File: src/pkg/jlc_consts.svh
// constants for the transmit link control block
`ifndef JLC_CONSTS_SVH
`define JLC_CONSTS_SVH

`define JLC_ADDR_W        12
`define JLC_ADDR_LMC_A    12'h571
`define JLC_ADDR_LMC_B    12'h572
`define JLC_ADDR_LMC_C    12'h573
`define JLC_ADDR_LMC_D    12'h574
`define JLC_ADDR_PHASE    12'h578
`define JLC_ADDR_DID      12'h580
`define JLC_ADDR_BID      12'h581

`define JLC_NREG          7
`define JLC_IX_LMC_A      3'h0
`define JLC_IX_LMC_B      3'h1
`define JLC_IX_LMC_C      3'h2
`define JLC_IX_LMC_D      3'h3
`define JLC_IX_PHASE      3'h4
`define JLC_IX_DID        3'h5
`define JLC_IX_BID        3'h6
`define JLC_IX_NONE       3'h7

`define JLC_RST_LMC_A     8'h14
`define JLC_RST_ZERO      8'h00

// writable bits, the rest are fixed zero
`define JLC_WM_LMC_A      8'hff
`define JLC_WM_LMC_B      8'hf6
`define JLC_WM_LMC_C      8'hf0
`define JLC_WM_LMC_D      8'hf7
`define JLC_WM_PHASE      8'h1f
`define JLC_WM_DID        8'hff
`define JLC_WM_BID        8'h0f

// link mode control a
`define JLC_A_STBY        7
`define JLC_A_TAIL        6
`define JLC_A_LTPL        5
`define JLC_A_LSYNC       4
`define JLC_A_ILAS        3:2
`define JLC_A_FACI_DIS    1
`define JLC_A_PDN         0
// link mode control b
`define JLC_B_SMODE       7:6
`define JLC_B_SPOL        5
`define JLC_B_STYPE       4
`define JLC_B_BYP         2
`define JLC_B_INV         1
// link mode control c
`define JLC_C_SUM         7:6
`define JLC_C_INJ         5:4
// link mode control d, phase and bank id fields
`define JLC_D_DLY         7:4
`define JLC_D_TEST        2:0
`define JLC_PHASE_F       4:0
`define JLC_BID_F         3:0

`define JLC_ILAS_OFF      2'b00
`define JLC_ILAS_ALWAYS   2'b11
`define JLC_SYNC_FORCE_CGS  2'b10
`define JLC_SYNC_FORCE_ILAS 2'b11
`define JLC_SUM_REGS      2'b00
`define JLC_SUM_FIELDS    2'b01
`define JLC_SUM_ZERO      2'b10
`define JLC_INJ_SAMPLE    2'b00
`define JLC_INJ_SYMBOL    2'b01
`define JLC_INJ_OCTET     2'b10
`define JLC_TST_NORMAL    3'b000
`define JLC_TST_D215      3'b001
`define JLC_TST_RPAT      3'b100
`define JLC_TST_JSPAT     3'b101
`define JLC_TST_JTSPAT    3'b110

`define JLC_K28_0         8'h1c
`define JLC_K28_3         8'h7c
`define JLC_K28_4         8'h9c
`define JLC_K28_5         8'hbc
`define JLC_K28_7         8'hfc
`define JLC_D21_5         8'hb5

// four-octet repeating test patterns
`define JLC_PAT_RPAT      32'hbed72347
`define JLC_PAT_JSPAT     32'h7e7e1818
`define JLC_PAT_JTSPAT    32'h7e181818

`define JLC_ILAS_LAST_MF  2'h3
`define JLC_ILAS_CFG_IX0  8'h02
`define JLC_ILAS_CFG_LEN  8'h0e
`define JLC_CFG_IX_DID    4'h0
`define JLC_CFG_IX_BID    4'h1
`define JLC_CFG_IX_SUM    4'hd
`define JLC_PRBS_SEED     9'h1ff
`define JLC_PRBS_W        9

`endif

File: src/pkg/jlc_pkg.sv
// types shared by the transmit link control block
package jlc_pkg;

   typedef enum logic [2:0] {
      JLC_ST_OFF  = 3'b000,
      JLC_ST_CGS  = 3'b001,
      JLC_ST_WAIT = 3'b010,
      JLC_ST_ILAS = 3'b011,
      JLC_ST_DATA = 3'b100
   } jlc_state_e;

   typedef struct packed {
      logic       k;
      logic [7:0] d;
   } jlc_oct_s;

   typedef logic [7:0] jlc_byte_t;

endpackage : jlc_pkg

File: src/hdl/jlc_fifo.sv
// sample fifo in flip-flops with valid and ready on both sides
`timescale 1ns/1ps
module jlc_fifo #(
   parameter int unsigned WIDTH = 16,
   parameter int unsigned DEPTH = 8
) (
   input  wire logic             clk_sys,
   input  wire logic             nrst,
   input  wire logic             in_valid,
   input  wire logic [WIDTH-1:0] in_data,
   output logic                  in_ready,
   output logic                  out_valid,
   output logic      [WIDTH-1:0] out_data,
   input  wire logic             out_ready
);
   localparam int unsigned AW = (DEPTH > 1) ? $clog2(DEPTH) : 1;

   logic [WIDTH-1:0] mem_q [DEPTH];
   logic [WIDTH-1:0] mem_d [DEPTH];
   logic [AW:0]      wr_q, wr_d, rd_q, rd_d;
   logic             full, empty;

   // extra pointer bit tells full from empty
   assign empty     = (wr_q == rd_q);
   assign full      = (wr_q[AW] != rd_q[AW]) && (wr_q[AW-1:0] == rd_q[AW-1:0]);
   assign in_ready  = !full;
   assign out_valid = !empty;
   assign out_data  = mem_q[rd_q[AW-1:0]];

   always_comb begin
      mem_d = mem_q;
      wr_d  = wr_q;
      rd_d  = rd_q;
      if (in_valid && !full) begin
         mem_d[wr_q[AW-1:0]] = in_data;
         wr_d = wr_q + 1'b1;
      end
      if (out_ready && !empty) begin
         rd_d = rd_q + 1'b1;
      end
   end

   always_ff @(posedge clk_sys or negedge nrst) begin
      if (!nrst) begin
         wr_q <= '0;
         rd_q <= '0;
         for (int i = 0; i < DEPTH; i++) begin
            mem_q[i] <= '0;
         end
      end else begin
         wr_q  <= wr_d;
         rd_q  <= rd_d;
         mem_q <= mem_d;
      end
   end

endmodule : jlc_fifo

File: src/hdl/jlc_link_ctrl.sv
// transmit link layer control: registers, sync handling, lane octet stream
`timescale 1ns/1ps
`include "jlc_consts.svh"
module jlc_link_ctrl #(
   parameter int unsigned SAMPLE_W      = 16,
   parameter int unsigned RES_W         = 14,
   parameter int unsigned CTRL_W        = 0,
   parameter int unsigned FRAMES_PER_MF = 32,
   parameter int unsigned FIFO_DEPTH    = 8
) (
   input  wire logic                  clk_sys,
   input  wire logic                  nrst,
   input  wire logic [`JLC_ADDR_W-1:0] reg_addr,
   input  wire logic                  reg_wr,
   input  wire logic                  reg_rd,
   input  wire logic [7:0]            reg_wdata,
   output logic      [7:0]            reg_rdata,
   input  wire logic                  s_valid,
   input  wire logic [SAMPLE_W-1:0]   s_data,
   output logic                       s_ready,
   input  wire logic                  sync_request_input,
   output logic                       sync_cmos_sel,
   input  wire logic                  standby_req,
   input  wire logic                  test_inject_en,
   input  wire logic [SAMPLE_W-1:0]   test_data,
   output jlc_pkg::jlc_oct_s          tx_oct,
   input  wire logic [9:0]            enc_symbol,
   output logic      [9:0]            ser_symbol,
   output logic                       lane_active,
   output logic                       lmfc_tick,
   output jlc_pkg::jlc_state_e        link_state
);
   localparam int unsigned F      = SAMPLE_W / 8;
   localparam int unsigned OCT_W  = (F > 1) ? $clog2(F) : 1;
   localparam int unsigned MF_OCT = F * FRAMES_PER_MF;
   localparam int unsigned IDX_W  = $clog2(MF_OCT);
   localparam int unsigned TAIL_W = SAMPLE_W - RES_W - CTRL_W;
   localparam logic [IDX_W-1:0] LAST_IX  = IDX_W'(MF_OCT - 1);
   localparam logic [OCT_W-1:0] LAST_OCT = OCT_W'(F - 1);

   // ---------------- register file ----------------
   jlc_pkg::jlc_byte_t regs_q [`JLC_NREG];
   jlc_pkg::jlc_byte_t regs_d [`JLC_NREG];
   logic [7:0]         rdata_q, rdata_d;

   function automatic logic [2:0] reg_index(input logic [`JLC_ADDR_W-1:0] a);
      case (a)
         `JLC_ADDR_LMC_A: reg_index = `JLC_IX_LMC_A;
         `JLC_ADDR_LMC_B: reg_index = `JLC_IX_LMC_B;
         `JLC_ADDR_LMC_C: reg_index = `JLC_IX_LMC_C;
         `JLC_ADDR_LMC_D: reg_index = `JLC_IX_LMC_D;
         `JLC_ADDR_PHASE: reg_index = `JLC_IX_PHASE;
         `JLC_ADDR_DID:   reg_index = `JLC_IX_DID;
         `JLC_ADDR_BID:   reg_index = `JLC_IX_BID;
         default:         reg_index = `JLC_IX_NONE;
      endcase
   endfunction : reg_index

   function automatic logic [7:0] write_mask(input logic [2:0] ix);
      case (ix)
         `JLC_IX_LMC_A: write_mask = `JLC_WM_LMC_A;
         `JLC_IX_LMC_B: write_mask = `JLC_WM_LMC_B;
         `JLC_IX_LMC_C: write_mask = `JLC_WM_LMC_C;
         `JLC_IX_LMC_D: write_mask = `JLC_WM_LMC_D;
         `JLC_IX_PHASE: write_mask = `JLC_WM_PHASE;
         `JLC_IX_DID:   write_mask = `JLC_WM_DID;
         `JLC_IX_BID:   write_mask = `JLC_WM_BID;
         default:       write_mask = `JLC_RST_ZERO;
      endcase
   endfunction : write_mask

   always_comb begin
      logic [2:0] wix;
      logic [2:0] rix;
      wix     = reg_index(reg_addr);
      rix     = reg_index(reg_addr);
      regs_d  = regs_q;
      rdata_d = rdata_q;
      if (reg_wr && wix != `JLC_IX_NONE) begin
         regs_d[wix] = reg_wdata & write_mask(wix);
      end
      if (reg_rd) begin
         rdata_d = (rix == `JLC_IX_NONE) ? `JLC_RST_ZERO : regs_q[rix];
      end
   end

   always_ff @(posedge clk_sys or negedge nrst) begin
      if (!nrst) begin
         regs_q[`JLC_IX_LMC_A] <= `JLC_RST_LMC_A;
         for (int i = 1; i < `JLC_NREG; i++) begin
            regs_q[i] <= `JLC_RST_ZERO;
         end
         rdata_q <= `JLC_RST_ZERO;
      end else begin
         regs_q  <= regs_d;
         rdata_q <= rdata_d;
      end
   end

   assign reg_rdata = rdata_q;

   logic       cfg_stby, cfg_tail, cfg_ltpl, cfg_lsync, cfg_faci_dis, cfg_pdn;
   logic       cfg_spol, cfg_byp, cfg_inv;
   logic [1:0] cfg_ilas, cfg_smode, cfg_sum, cfg_inj;
   logic [3:0] cfg_dly;
   logic [2:0] cfg_test;
   logic [4:0] cfg_phase;
   logic [7:0] cfg_did, cfg_bid;

   assign cfg_stby     = regs_q[`JLC_IX_LMC_A][`JLC_A_STBY];
   assign cfg_tail     = regs_q[`JLC_IX_LMC_A][`JLC_A_TAIL];
   assign cfg_ltpl     = regs_q[`JLC_IX_LMC_A][`JLC_A_LTPL];
   assign cfg_lsync    = regs_q[`JLC_IX_LMC_A][`JLC_A_LSYNC];
   assign cfg_ilas     = regs_q[`JLC_IX_LMC_A][`JLC_A_ILAS];
   assign cfg_faci_dis = regs_q[`JLC_IX_LMC_A][`JLC_A_FACI_DIS];
   assign cfg_pdn      = regs_q[`JLC_IX_LMC_A][`JLC_A_PDN];
   assign cfg_smode    = regs_q[`JLC_IX_LMC_B][`JLC_B_SMODE];
   assign cfg_spol     = regs_q[`JLC_IX_LMC_B][`JLC_B_SPOL];
   assign cfg_byp      = regs_q[`JLC_IX_LMC_B][`JLC_B_BYP];
   assign cfg_inv      = regs_q[`JLC_IX_LMC_B][`JLC_B_INV];
   assign cfg_sum      = regs_q[`JLC_IX_LMC_C][`JLC_C_SUM];
   assign cfg_inj      = regs_q[`JLC_IX_LMC_C][`JLC_C_INJ];
   assign cfg_dly      = regs_q[`JLC_IX_LMC_D][`JLC_D_DLY];
   assign cfg_test     = regs_q[`JLC_IX_LMC_D][`JLC_D_TEST];
   assign cfg_phase    = regs_q[`JLC_IX_PHASE][`JLC_PHASE_F];
   assign cfg_did      = regs_q[`JLC_IX_DID];
   assign cfg_bid      = regs_q[`JLC_IX_BID];

   assign sync_cmos_sel = regs_q[`JLC_IX_LMC_B][`JLC_B_STYPE];

   // ---------------- sync request pin ----------------
   logic s1_q, s2_q, s3_q, slvl_q;
   logic s1_d, s2_d, s3_d, slvl_d;
   logic sync_req;

   always_comb begin
      s1_d   = sync_request_input;
      s2_d   = s1_q;
      s3_d   = s2_q;
      // a change counts only once two stages agree
      slvl_d = (s2_q == s3_q) ? s3_q : slvl_q;
   end

   always_ff @(posedge clk_sys or negedge nrst) begin
      if (!nrst) begin
         s1_q   <= 1'b1;
         s2_q   <= 1'b1;
         s3_q   <= 1'b1;
         slvl_q <= 1'b1;
      end else begin
         s1_q   <= s1_d;
         s2_q   <= s2_d;
         s3_q   <= s3_d;
         slvl_q <= slvl_d;
      end
   end

   always_comb begin
      case (cfg_smode)
         `JLC_SYNC_FORCE_CGS:  sync_req = 1'b1;
         `JLC_SYNC_FORCE_ILAS: sync_req = 1'b0;
         default:              sync_req = cfg_spol ? slvl_q : !slvl_q;
      endcase
   end

   // ---------------- sample fifo ----------------
   logic                fifo_valid, fifo_pop;
   logic [SAMPLE_W-1:0] fifo_data;

   jlc_fifo #(
      .WIDTH (SAMPLE_W),
      .DEPTH (FIFO_DEPTH)
   ) u_fifo (
      .clk_sys   (clk_sys),
      .nrst      (nrst),
      .in_valid  (s_valid),
      .in_data   (s_data),
      .in_ready  (s_ready),
      .out_valid (fifo_valid),
      .out_data  (fifo_data),
      .out_ready (fifo_pop)
   );

   // ---------------- link sequencing ----------------
   jlc_pkg::jlc_state_e state_q, state_d;
   logic [IDX_W-1:0]    pos_q, pos_d;
   logic [3:0]          wait_q, wait_d;
   logic [1:0]          mf_q, mf_d;
   logic [SAMPLE_W-1:0] smp_q, smp_d;
   logic [7:0]          last_q, last_d;
   logic [`JLC_PRBS_W-1:0] prbs_q, prbs_d;
   jlc_pkg::jlc_oct_s   tx_q, tx_d;
   logic [9:0]          ser_q, ser_d;
   logic                tick_q, tick_d;

   logic [IDX_W-1:0] off_pos, rel;
   logic [OCT_W-1:0] oct;
   logic             pre_bound, last_frame;

   assign off_pos    = IDX_W'(cfg_phase * F);
   assign rel        = pos_q - off_pos;
   assign oct        = rel[OCT_W-1:0];
   assign pre_bound  = (rel == LAST_IX);
   assign last_frame = &rel[IDX_W-1:OCT_W];
   assign fifo_pop   = (state_q == jlc_pkg::JLC_ST_DATA) && (oct == '0);

   function automatic logic [7:0] cfg_octet(input logic [3:0] ix, input logic [7:0] did,
                                            input logic [7:0] bid, input logic [1:0] mode);
      logic [7:0] sum;
      sum = (mode == `JLC_SUM_REGS)   ? did + bid :
            (mode == `JLC_SUM_FIELDS) ? did + {4'h0, bid[`JLC_BID_F]} :
                                        `JLC_RST_ZERO;
      case (ix)
         `JLC_CFG_IX_DID: cfg_octet = did;
         `JLC_CFG_IX_BID: cfg_octet = bid;
         `JLC_CFG_IX_SUM: cfg_octet = sum;
         default:         cfg_octet = `JLC_RST_ZERO;
      endcase
   endfunction : cfg_octet

   function automatic logic [7:0] pat_octet(input logic [31:0] pat, input logic [1:0] ix);
      pat_octet = pat[{~ix, 3'h0} +: 8];
   endfunction : pat_octet

   always_comb begin
      logic [SAMPLE_W-1:0] fresh, cur;
      logic [7:0]          d8, ix8;
      fresh   = fifo_valid ? fifo_data : '0;
      cur     = '0;
      d8      = '0;
      ix8     = 8'(rel);
      state_d = state_q;
      pos_d   = pos_q + 1'b1;
      wait_d  = wait_q;
      mf_d    = mf_q;
      smp_d   = smp_q;
      last_d  = last_q;
      prbs_d  = prbs_q;
      tx_d    = '{k: 1'b0, d: `JLC_RST_ZERO};
      tick_d  = pre_bound;

      // next sample, with substitutions applied in priority order
      if (cfg_ltpl) begin
         fresh = SAMPLE_W'(rel[IDX_W-1:OCT_W]);
      end else if (test_inject_en && cfg_inj == `JLC_INJ_SAMPLE) begin
         fresh = test_data;
      end
      if (cfg_tail && !cfg_ltpl) begin
         for (int i = 0; i < TAIL_W; i++) begin
            fresh[i] = prbs_q[i % `JLC_PRBS_W];
         end
      end
      cur = (oct == '0) ? fresh : smp_q;
      d8  = cur[(F - 1 - oct) * 8 +: 8];

      case (state_q)
         jlc_pkg::JLC_ST_OFF: begin
            if (!cfg_pdn) state_d = jlc_pkg::JLC_ST_CGS;
         end
         jlc_pkg::JLC_ST_CGS: begin
            if (!sync_req) begin
               state_d = jlc_pkg::JLC_ST_WAIT;
               wait_d  = '0;
            end
         end
         jlc_pkg::JLC_ST_WAIT: begin
            if (sync_req) begin
               state_d = jlc_pkg::JLC_ST_CGS;
            end else if (pre_bound) begin
               if (wait_q == cfg_dly) begin
                  state_d = (cfg_ilas == `JLC_ILAS_OFF) ? jlc_pkg::JLC_ST_DATA
                                                        : jlc_pkg::JLC_ST_ILAS;
                  mf_d    = '0;
               end else begin
                  wait_d = wait_q + 1'b1;
               end
            end
         end
         jlc_pkg::JLC_ST_ILAS: begin
            if (sync_req) begin
               state_d = jlc_pkg::JLC_ST_CGS;
            end else if (pre_bound) begin
               mf_d = mf_q + 1'b1;
               if (mf_q == `JLC_ILAS_LAST_MF && cfg_ilas != `JLC_ILAS_ALWAYS) begin
                  state_d = jlc_pkg::JLC_ST_DATA;
               end
            end
         end
         jlc_pkg::JLC_ST_DATA: begin
            if (sync_req) state_d = jlc_pkg::JLC_ST_CGS;
         end
         default: state_d = jlc_pkg::JLC_ST_OFF;
      endcase
      if (cfg_pdn) begin
         state_d = jlc_pkg::JLC_ST_OFF;
         pos_d   = '0;
      end

      // octet content
      if (state_q == jlc_pkg::JLC_ST_OFF) begin
         tx_d = '{k: 1'b0, d: `JLC_RST_ZERO};
      end else if (standby_req) begin
         tx_d = cfg_stby ? '{k: 1'b1, d: `JLC_K28_5}
                         : '{k: 1'b0, d: `JLC_RST_ZERO};
      end else if (cfg_test != `JLC_TST_NORMAL) begin
         case (cfg_test)
            `JLC_TST_D215:   tx_d.d = `JLC_D21_5;
            `JLC_TST_RPAT:   tx_d.d = pat_octet(`JLC_PAT_RPAT, rel[1:0]);
            `JLC_TST_JSPAT:  tx_d.d = pat_octet(`JLC_PAT_JSPAT, rel[1:0]);
            `JLC_TST_JTSPAT: tx_d.d = pat_octet(`JLC_PAT_JTSPAT, rel[1:0]);
            default:         tx_d.d = `JLC_RST_ZERO;
         endcase
      end else begin
         case (state_q)
            jlc_pkg::JLC_ST_CGS, jlc_pkg::JLC_ST_WAIT: begin
               tx_d = '{k: 1'b1, d: `JLC_K28_5};
            end
            jlc_pkg::JLC_ST_ILAS: begin
               if (rel == '0) begin
                  tx_d = '{k: 1'b1, d: `JLC_K28_0};
               end else if (pre_bound) begin
                  tx_d = '{k: 1'b1, d: `JLC_K28_3};
               end else if (mf_q == 2'h1 && rel == IDX_W'(1)) begin
                  tx_d = '{k: 1'b1, d: `JLC_K28_4};
               end else if (mf_q == 2'h1 && ix8 >= `JLC_ILAS_CFG_IX0 &&
                            ix8 < `JLC_ILAS_CFG_IX0 + `JLC_ILAS_CFG_LEN) begin
                  tx_d.d = cfg_octet(4'(ix8 - `JLC_ILAS_CFG_IX0), cfg_did, cfg_bid, cfg_sum);
               end else begin
                  tx_d.d = ix8;
               end
            end
            jlc_pkg::JLC_ST_DATA: begin
               tx_d.d = d8;
               if (test_inject_en && cfg_inj == `JLC_INJ_OCTET) begin
                  tx_d.d = test_data[7:0];
               end
               // alignment character only where the frame repeats the last octet
               if (oct == LAST_OCT) begin
                  last_d = tx_d.d;
                  if (!cfg_faci_dis && tx_d.d == last_q) begin
                     tx_d.k = 1'b1;
                     tx_d.d = (cfg_lsync && last_frame) ? `JLC_K28_3 : `JLC_K28_7;
                  end
               end
            end
            default: tx_d = '{k: 1'b0, d: `JLC_RST_ZERO};
         endcase
      end

      if (fifo_pop) begin
         smp_d  = fresh;
         prbs_d = {prbs_q[`JLC_PRBS_W-2:0], prbs_q[8] ^ prbs_q[4]};
      end

      // symbol stage works on the octet registered last cycle
      ser_d = cfg_byp ? {2'b00, tx_q.d} : enc_symbol;
      if (test_inject_en && cfg_inj == `JLC_INJ_SYMBOL) begin
         ser_d = test_data[9:0];
      end
      if (cfg_inv) ser_d = ~ser_d;
   end

   always_ff @(posedge clk_sys or negedge nrst) begin
      if (!nrst) begin
         state_q <= jlc_pkg::JLC_ST_OFF;
         pos_q   <= '0;
         wait_q  <= '0;
         mf_q    <= '0;
         smp_q   <= '0;
         last_q  <= '0;
         prbs_q  <= `JLC_PRBS_SEED;
         tx_q    <= '{k: 1'b0, d: `JLC_RST_ZERO};
         ser_q   <= '0;
         tick_q  <= 1'b0;
      end else begin
         state_q <= state_d;
         pos_q   <= pos_d;
         wait_q  <= wait_d;
         mf_q    <= mf_d;
         smp_q   <= smp_d;
         last_q  <= last_d;
         prbs_q  <= prbs_d;
         tx_q    <= tx_d;
         ser_q   <= ser_d;
         tick_q  <= tick_d;
      end
   end

   assign tx_oct      = tx_q;
   assign ser_symbol  = ser_q;
   assign lmfc_tick   = tick_q;
   assign link_state  = state_q;
   assign lane_active = (state_q != jlc_pkg::JLC_ST_OFF);

endmodule : jlc_link_ctrl

File: config.mk
export PLATFORM = sky130hd
export DESIGN_NAME = jlc_link_ctrl
export DESIGN_NICKNAME = d
export VERILOG_FILES = /design/src/pkg/jlc_pkg.sv /design/src/hdl/jlc_fifo.sv /design/src/hdl/jlc_link_ctrl.sv
export VERILOG_INCLUDE_DIRS = /design/src /design/src/pkg
export SDC_FILE = /design/constraint.sdc
export NUM_CORES = 1
export LEC_CHECK = 0
export CAP_MARGIN = 20
export CORE_UTILIZATION = 45
export CTS_CLUSTER_DIAMETER = 120
export CTS_CLUSTER_SIZE = 8
export DETAILED_ROUTE_END_ITERATION = 8
export DONT_BUFFER_PORTS = 1
export SKIP_CTS_REPAIR_TIMING = 1
export SYNTH_ARGS = -nofsm -noshare
export SYNTH_HDL_FRONTEND = slang
export SYNTH_HIERARCHICAL = 1
export SYNTH_SLANG_ARGS = --single-unit
File: constraint.sdc
create_clock -name clk_sys -period 6.9 [get_ports clk_sys]
set_input_delay 0.69 -clock clk_sys [delete_from_list [all_inputs] [get_ports clk_sys]]
set_output_delay 0.69 -clock clk_sys [all_outputs]
set_load 0.02 [all_outputs]
# --- Word-level counts from Yosys, hierarchy flattened ---
# Index checks and enable logic that the tools add are counted.
totals:
  ff_bits: 272
  latch_bits: 0
  ramBits: 0
  romBits: 0
  inputBits: 70
  out_inout_bits: 34
  mem_count: 0
op_classes:
  addsub: 10
  n_mul: 0
  div_mod_pow: 0
  magnitude_cmp: 7
  eq_ne: 54
  n_shift: 4
  n_mux: 72
  n_bitwise: 11
  reduce_logical: 40
ops:
  columns: ["op", "n"]
  rows:
  - ["bitwise mux 128 bit", 1]
  - ["2-to-1 mux 8 bit", 16]
  - ["2-to-1 mux 16 bit", 7]
  - ["variable part select 32 x 6 -> 8 bit (first input constant)", 3]
  - ["equality test 12 x 11 -> 1 bit (second input constant)", 7]
  - ["2-to-1 mux 9 bit", 7]
  - ["bitwise mux 56 bit", 1]
  - ["binary-select mux 16 bit (select 3 bit)", 1]
  - ["demux 16 bit (select 3 bit)", 1]
  - ["one-hot mux 8 bit (6 select lines)", 1]
  - ["variable part select 16 x 33 -> 8 bit", 1]
  - ["one-hot mux 8 bit (4 select lines)", 1]
  - ["2-to-1 mux 10 bit", 3]
  - ["2-to-1 mux 3 bit", 10]
  - ["one-hot mux 9 bit (3 select lines)", 1]
  - ["binary-select mux 8 bit (select 3 bit)", 1]
  - ["demux 8 bit (select 3 bit)", 1]
  - ["equality test 3 bit (second input constant)", 8]
  - ["one-hot mux 8 bit (3 select lines)", 1]
  - ["one-hot mux 3 bit (7 select lines)", 1]
  - ["logical AND 1 bit", 17]
  - ["2-to-1 mux 4 bit", 4]
  - ["!= test 2 bit (second input constant)", 8]
  - ["!= test 4 bit (second input constant)", 4]
  - ["other kinds (49)", 92]

# --- Longest topological paths before layout ---
logic_depth:
  word_depth: 23
  mapped_depth: 14
  mapped_depth_nobuf: 13

# --- Modules after synthesis ---
# Netlist, hierarchy kept.
modules_own_cells:
  columns: ["mod", "n_inst", "cells_per_inst", "area_per_inst_um2", "seq_area_each_um2"]
  rows:
  - ["jlc_link_ctrl", 1, 890, 7827.5, 3221.8]
  - ["jlc_fifo", 1, 374, 6353.6, 3403.3]

# --- Worst setup path after synthesis ---
# No wires, ideal clock.
synth_path:
  kind: "register -> register"
  start: "register u_fifo.rd_q[0]"
  end: "register tx_q, in the netlist tx_oct[1]"
  setup_time_ns: 0.084
  t_arrival_ns: 2.982
  required_time_ns: 6.816
  setup_slack_ns: 3.834
  stages_incl_launch_ff: 13
  path_buffers: 2
  synth_period_minus_slack_ns: 3.066
  path_cell_list: "dfrtp_1 > buf_4 > buf_2 > mux4_2 > mux2_2 > and2_1 > mux2i_1 > o31a_1 > a211oi_1 > a31oi_1 > nor2_1 > or3_1 > a21boi_0"
synth_rtl:
  columns: ["item", "line_no", "text"]
  rows:
  - ["start, declared", "jlc_fifo.sv:20", "logic [AW:0] wr_q, wr_d, rd_q, rd_d;"]
  - ["start signal, assigned", "jlc_fifo.sv:52", "rd_q <= rd_d;"]
  - ["end signal, assigned", "jlc_link_ctrl.sv:372", "tx_q <= '{k: 1'b0, d: `JLC_RST_ZERO};"]
  - ["end signal, assigned", "jlc_link_ctrl.sv:383", "tx_q <= tx_d;"]
  - ["end, declared", "jlc_link_ctrl.sv:192", "jlc_pkg::jlc_oct_s tx_q, tx_d;"]

==> results by group <==
Outcome
  • Run status: finished, violations left
  • Failing checks: design-rule violations

Global route
  • Tot GR Track Use: 22.70%
  • Met3 global-route usage: 4.923%
  • Gr busiest metal: met2
  • Initial antenna violation count: 0
  • Met2 Use GR: a little over a third
  • Remaining Overflow, GRT: 0
  • GR Util met1: between 30% and 40%
  • Global-route wire length before repair: 57.49 mm
  • Largest net degree at the start of global routing: 265
  • Vias in the first global route: 9936

Clock tree
  • Worst skew pair latency: 0.54 ns
  • CTS Root Cell: clkbuf_16
  • CTS tree: yes
  • TritonCTS Buffers: 38
  • Reg clk slew, reported paths: 0.05 ns
  • TritonCTS Sinks: around 260
  • H-tree depth: 2
  • Max Buffers Root-to-Sink: 3

Power and ir drop
  • Pwr Density: ~390 nW/um^2
  • Worst vdd ir: 246.8 uV
  • Leakage: 6.613 nW

Worst setup path
  • Max Fanout on Critical Path: 20
  • CP max stage delay: 0.82 ns
  • Crit end category: flop
  • Critical Path Source Type: flop
  • Req. time, crit path: approximately 7.3 ns
  • Critical Path AT: 4.34 ns
  • Cell Chain, Critical Path: buf_4, mux4_2, mux2_2, and2_1, mux2i_1, o31a_1, a211oi_1, a31oi_1, nor2_1, or3_1, a21boi_0
  • R2R Setup Slk: 3.01 ns
  • CP max-delay cell: dfrtp_2
  • Setup CP Type: reg -> reg

Die
  • Initial Util: 46.00%
  • # rows: 64
  • Die H: roughly 180 microns
  • Die footprint: 32230 sq um
  • CORE AREA: 30830 sq um
  • IO Pins: 104
  • Die Width: 179.5 microns

STA
  • Rel. slew slack: 16.63%
  • Crit share post-route: 56.40%
  • Clk_skew: 0.03391 ns
  • Final hold vios: 0
  • Final Max Tran Viols: 0
  • Final setup violating endpoints: 0
  • Hold Slack: 0.02582 ns
  • Sum Neg Setup Slack: 0 ns
  • Max Clock Freq: about 260 MHz
  • Worst slew pin tran: 1.251 ns
  • RSZ-0062 raised after global routing: false
  • Shortest period the worst path allows: 3.891 ns

Synth
  • Yosys warnings: 6
  • Area leader, netlist: dfrtp_1
  • Average cell area after synthesis: 11.22 sq um
  • Mapped Cells: 1264
  • Count of cell types in the netlist: 90
  • Area contributors post-synth: dfrtp_1 (44%), mux2_2 (12%), mux4_2 (5.1%), nand2_1 (3.2%), mux2_4 (3.1%)
  • Post-synth design cell area: around 14000 sq um
  • Top cell type's share of synthesized area: 43.94%
  • Top_reg_cell synth: dfrtp_1
  • Register area share after synthesis: 46.72%
  • Ys async rst share: 100.0%
  • Post-synthesis register bit count: 264
  • Syn_nets: 1356
  • Number of synthesized flops with an enable pin: 0

Route
  • Residual DRC: 15
  • Post-route ant nets: 0
  • Routed Wire Length: 36.41 mm
  • DR WL/cell: 21.93 microns
  • Drt first pass iters: 7
  • Via count: 9851
  • Vias per cell: 5.934
  • Initial DRC count: 746

Finish
  • Share of cells above drive strength 1: 23.10%
  • Multi-input gate area: just over 7000 sq um
  • Most frequent cells in the layout: dfrtp_1 (248), mux2_2 (147), nand2_1 (122)
  • Area Growth Syn to Fin: 9.396%
  • Fill count: 2710
  • Antenna diode count: 0
  • Seq. cell area: 6626 sq um
  • Commonest non-fill, non-tap cell in the layout: dfrtp_1
  • Design Area, Final: 15510 sq um
  • Fin nets: 1333

Hold path
  • Min-Delay Path Class: in -> async

Place
  • DP Area: 14360 sq um
  • RePlAce Congestion: 0.8903
  • Buffers on Ports: 0
  • DP HPWL: roughly 25 mm

Flow run
  • Maxcap violations: 0
power by group:
part | internal [mW] | leakage [nW] | total (mW) | switching, mW
Clock | 1.03 | 0.527 | 1.74 | 0.708
Combinational | 1.05 | 2.79 | 1.84 | 0.796
Sequential | 2.03 | 3.30 | 2.43 | 0.395
Total | 4.11 | 6.61 | 6.01 | 1.90
synth_stat cells (8+ instances only):
cell	n
nor2b_1	13
nand2_1	122
a31oi_1	11
xor2_1	20
nor4_1	8
dfstp_2	15
clkbuf_1	45
a21o_1	8
dfrtp_1	249
buf_2	14
nor3_1	17
mux2_4	29
and2_1	14
o21ai_0	77
nand3_1	35
ha_1	20
mux2_2	147
mux2i_1	27
xnor2_1	32
mux4_2	32
a21oi_1	71
or3_1	11
nor2_1	68
inv_1	26
kinds of logic after synthesis:
group / share of synthesized area (%)
AO/OA/AOI/OAI: 10.76
XOR/XNOR: 3.326
adder cells (fa/ha/maj): 2.118
buffers and inverters: 3.441
flip-flops: 46.72
multiplexers: 21.73
AND/OR/NAND/NOR: 11.90
worst paths after layout:
path,endpoint,startpoint,cells past startpoint
max in group asynchronous,u_fifo/rd_q[0]$_DFFE_PN0P_,nrst,1
min,cfg_lsync$_DFFE_PN1P_,nrst,0
max,tx_oct[1]$_DFF_PN0_,u_fifo/rd_q[0]$_DFFE_PN0P_,11
min reg2reg,s2_q$_DFF_PN1_,s1_q$_DFF_PN1_,0
max reg2reg,tx_oct[1]$_DFF_PN0_,u_fifo/rd_q[0]$_DFFE_PN0P_,11
min in group clk_sys,s1_q$_DFF_PN1_,sync_request_input,0
stage by stage:
stage,power [mW],util (%),std cells,setup WS (ns)
5_1_grt,6.334,50.32,1660,2.695
3_3_place_gp,4.206,46.59,1595,2.985
4_1_cts,6.022,50.20,1658,2.940
3_5_place_dp,4.257,46.59,1595,2.946
2_1_floorplan,3.834,-,1264,3.834
6_report,6.012,50.32,1660,3.009
flip-flops by register name, indices dropped and copies added (netlist names), 4 cells and up:
name          flops
reg_rdata         8
prbs_q            9
pos_q             6
cfg_phase         5
ser_symbol       10
last_q            8
cfg_dly           4
u_fifo/mem_q    128
cfg_did           8
u_fifo/rd_q       4
regs_q           10
cfg_bid           8
u_fifo/wr_q       4
wait_q            4
tx_oct            9
smp_q             8
area by class of cell:
| cell class | instances | area share [%] |
|---|---|---|
| Clock inverter | 3 | 0.5162 |
| Inverter | 26 | 0.6291 |
| Multi-Input combinational cell | 899 | 45.56 |
| Sequential cell | 264 | 42.71 |
| Tap cell | 396 | 3.194 |
| Timing Repair Buffer | 12 | 0.7259 |
| Clock buffer | 60 | 6.662 |
critical path: cells and delay by family (launching register included):
| kind | cells | cell delay, ns |
|---|---|---|
| AO/OA/AOI/OAI | 4 | 0.76 |
| buffers and inverters | 1 | 0.46 |
| multiplexers | 3 | 1.02 |
| flip-flops | 1 | 0.82 |
| AND/OR/NAND/NOR | 3 | 0.73 |
per-layer routing:
metal  vias up  wire (microns)
li1       4536               -
met2       274           16340
met5         -               0
met3        54            2405
met1      4987           16970
met4         0             685
Power figures use the tool's default switching activity.
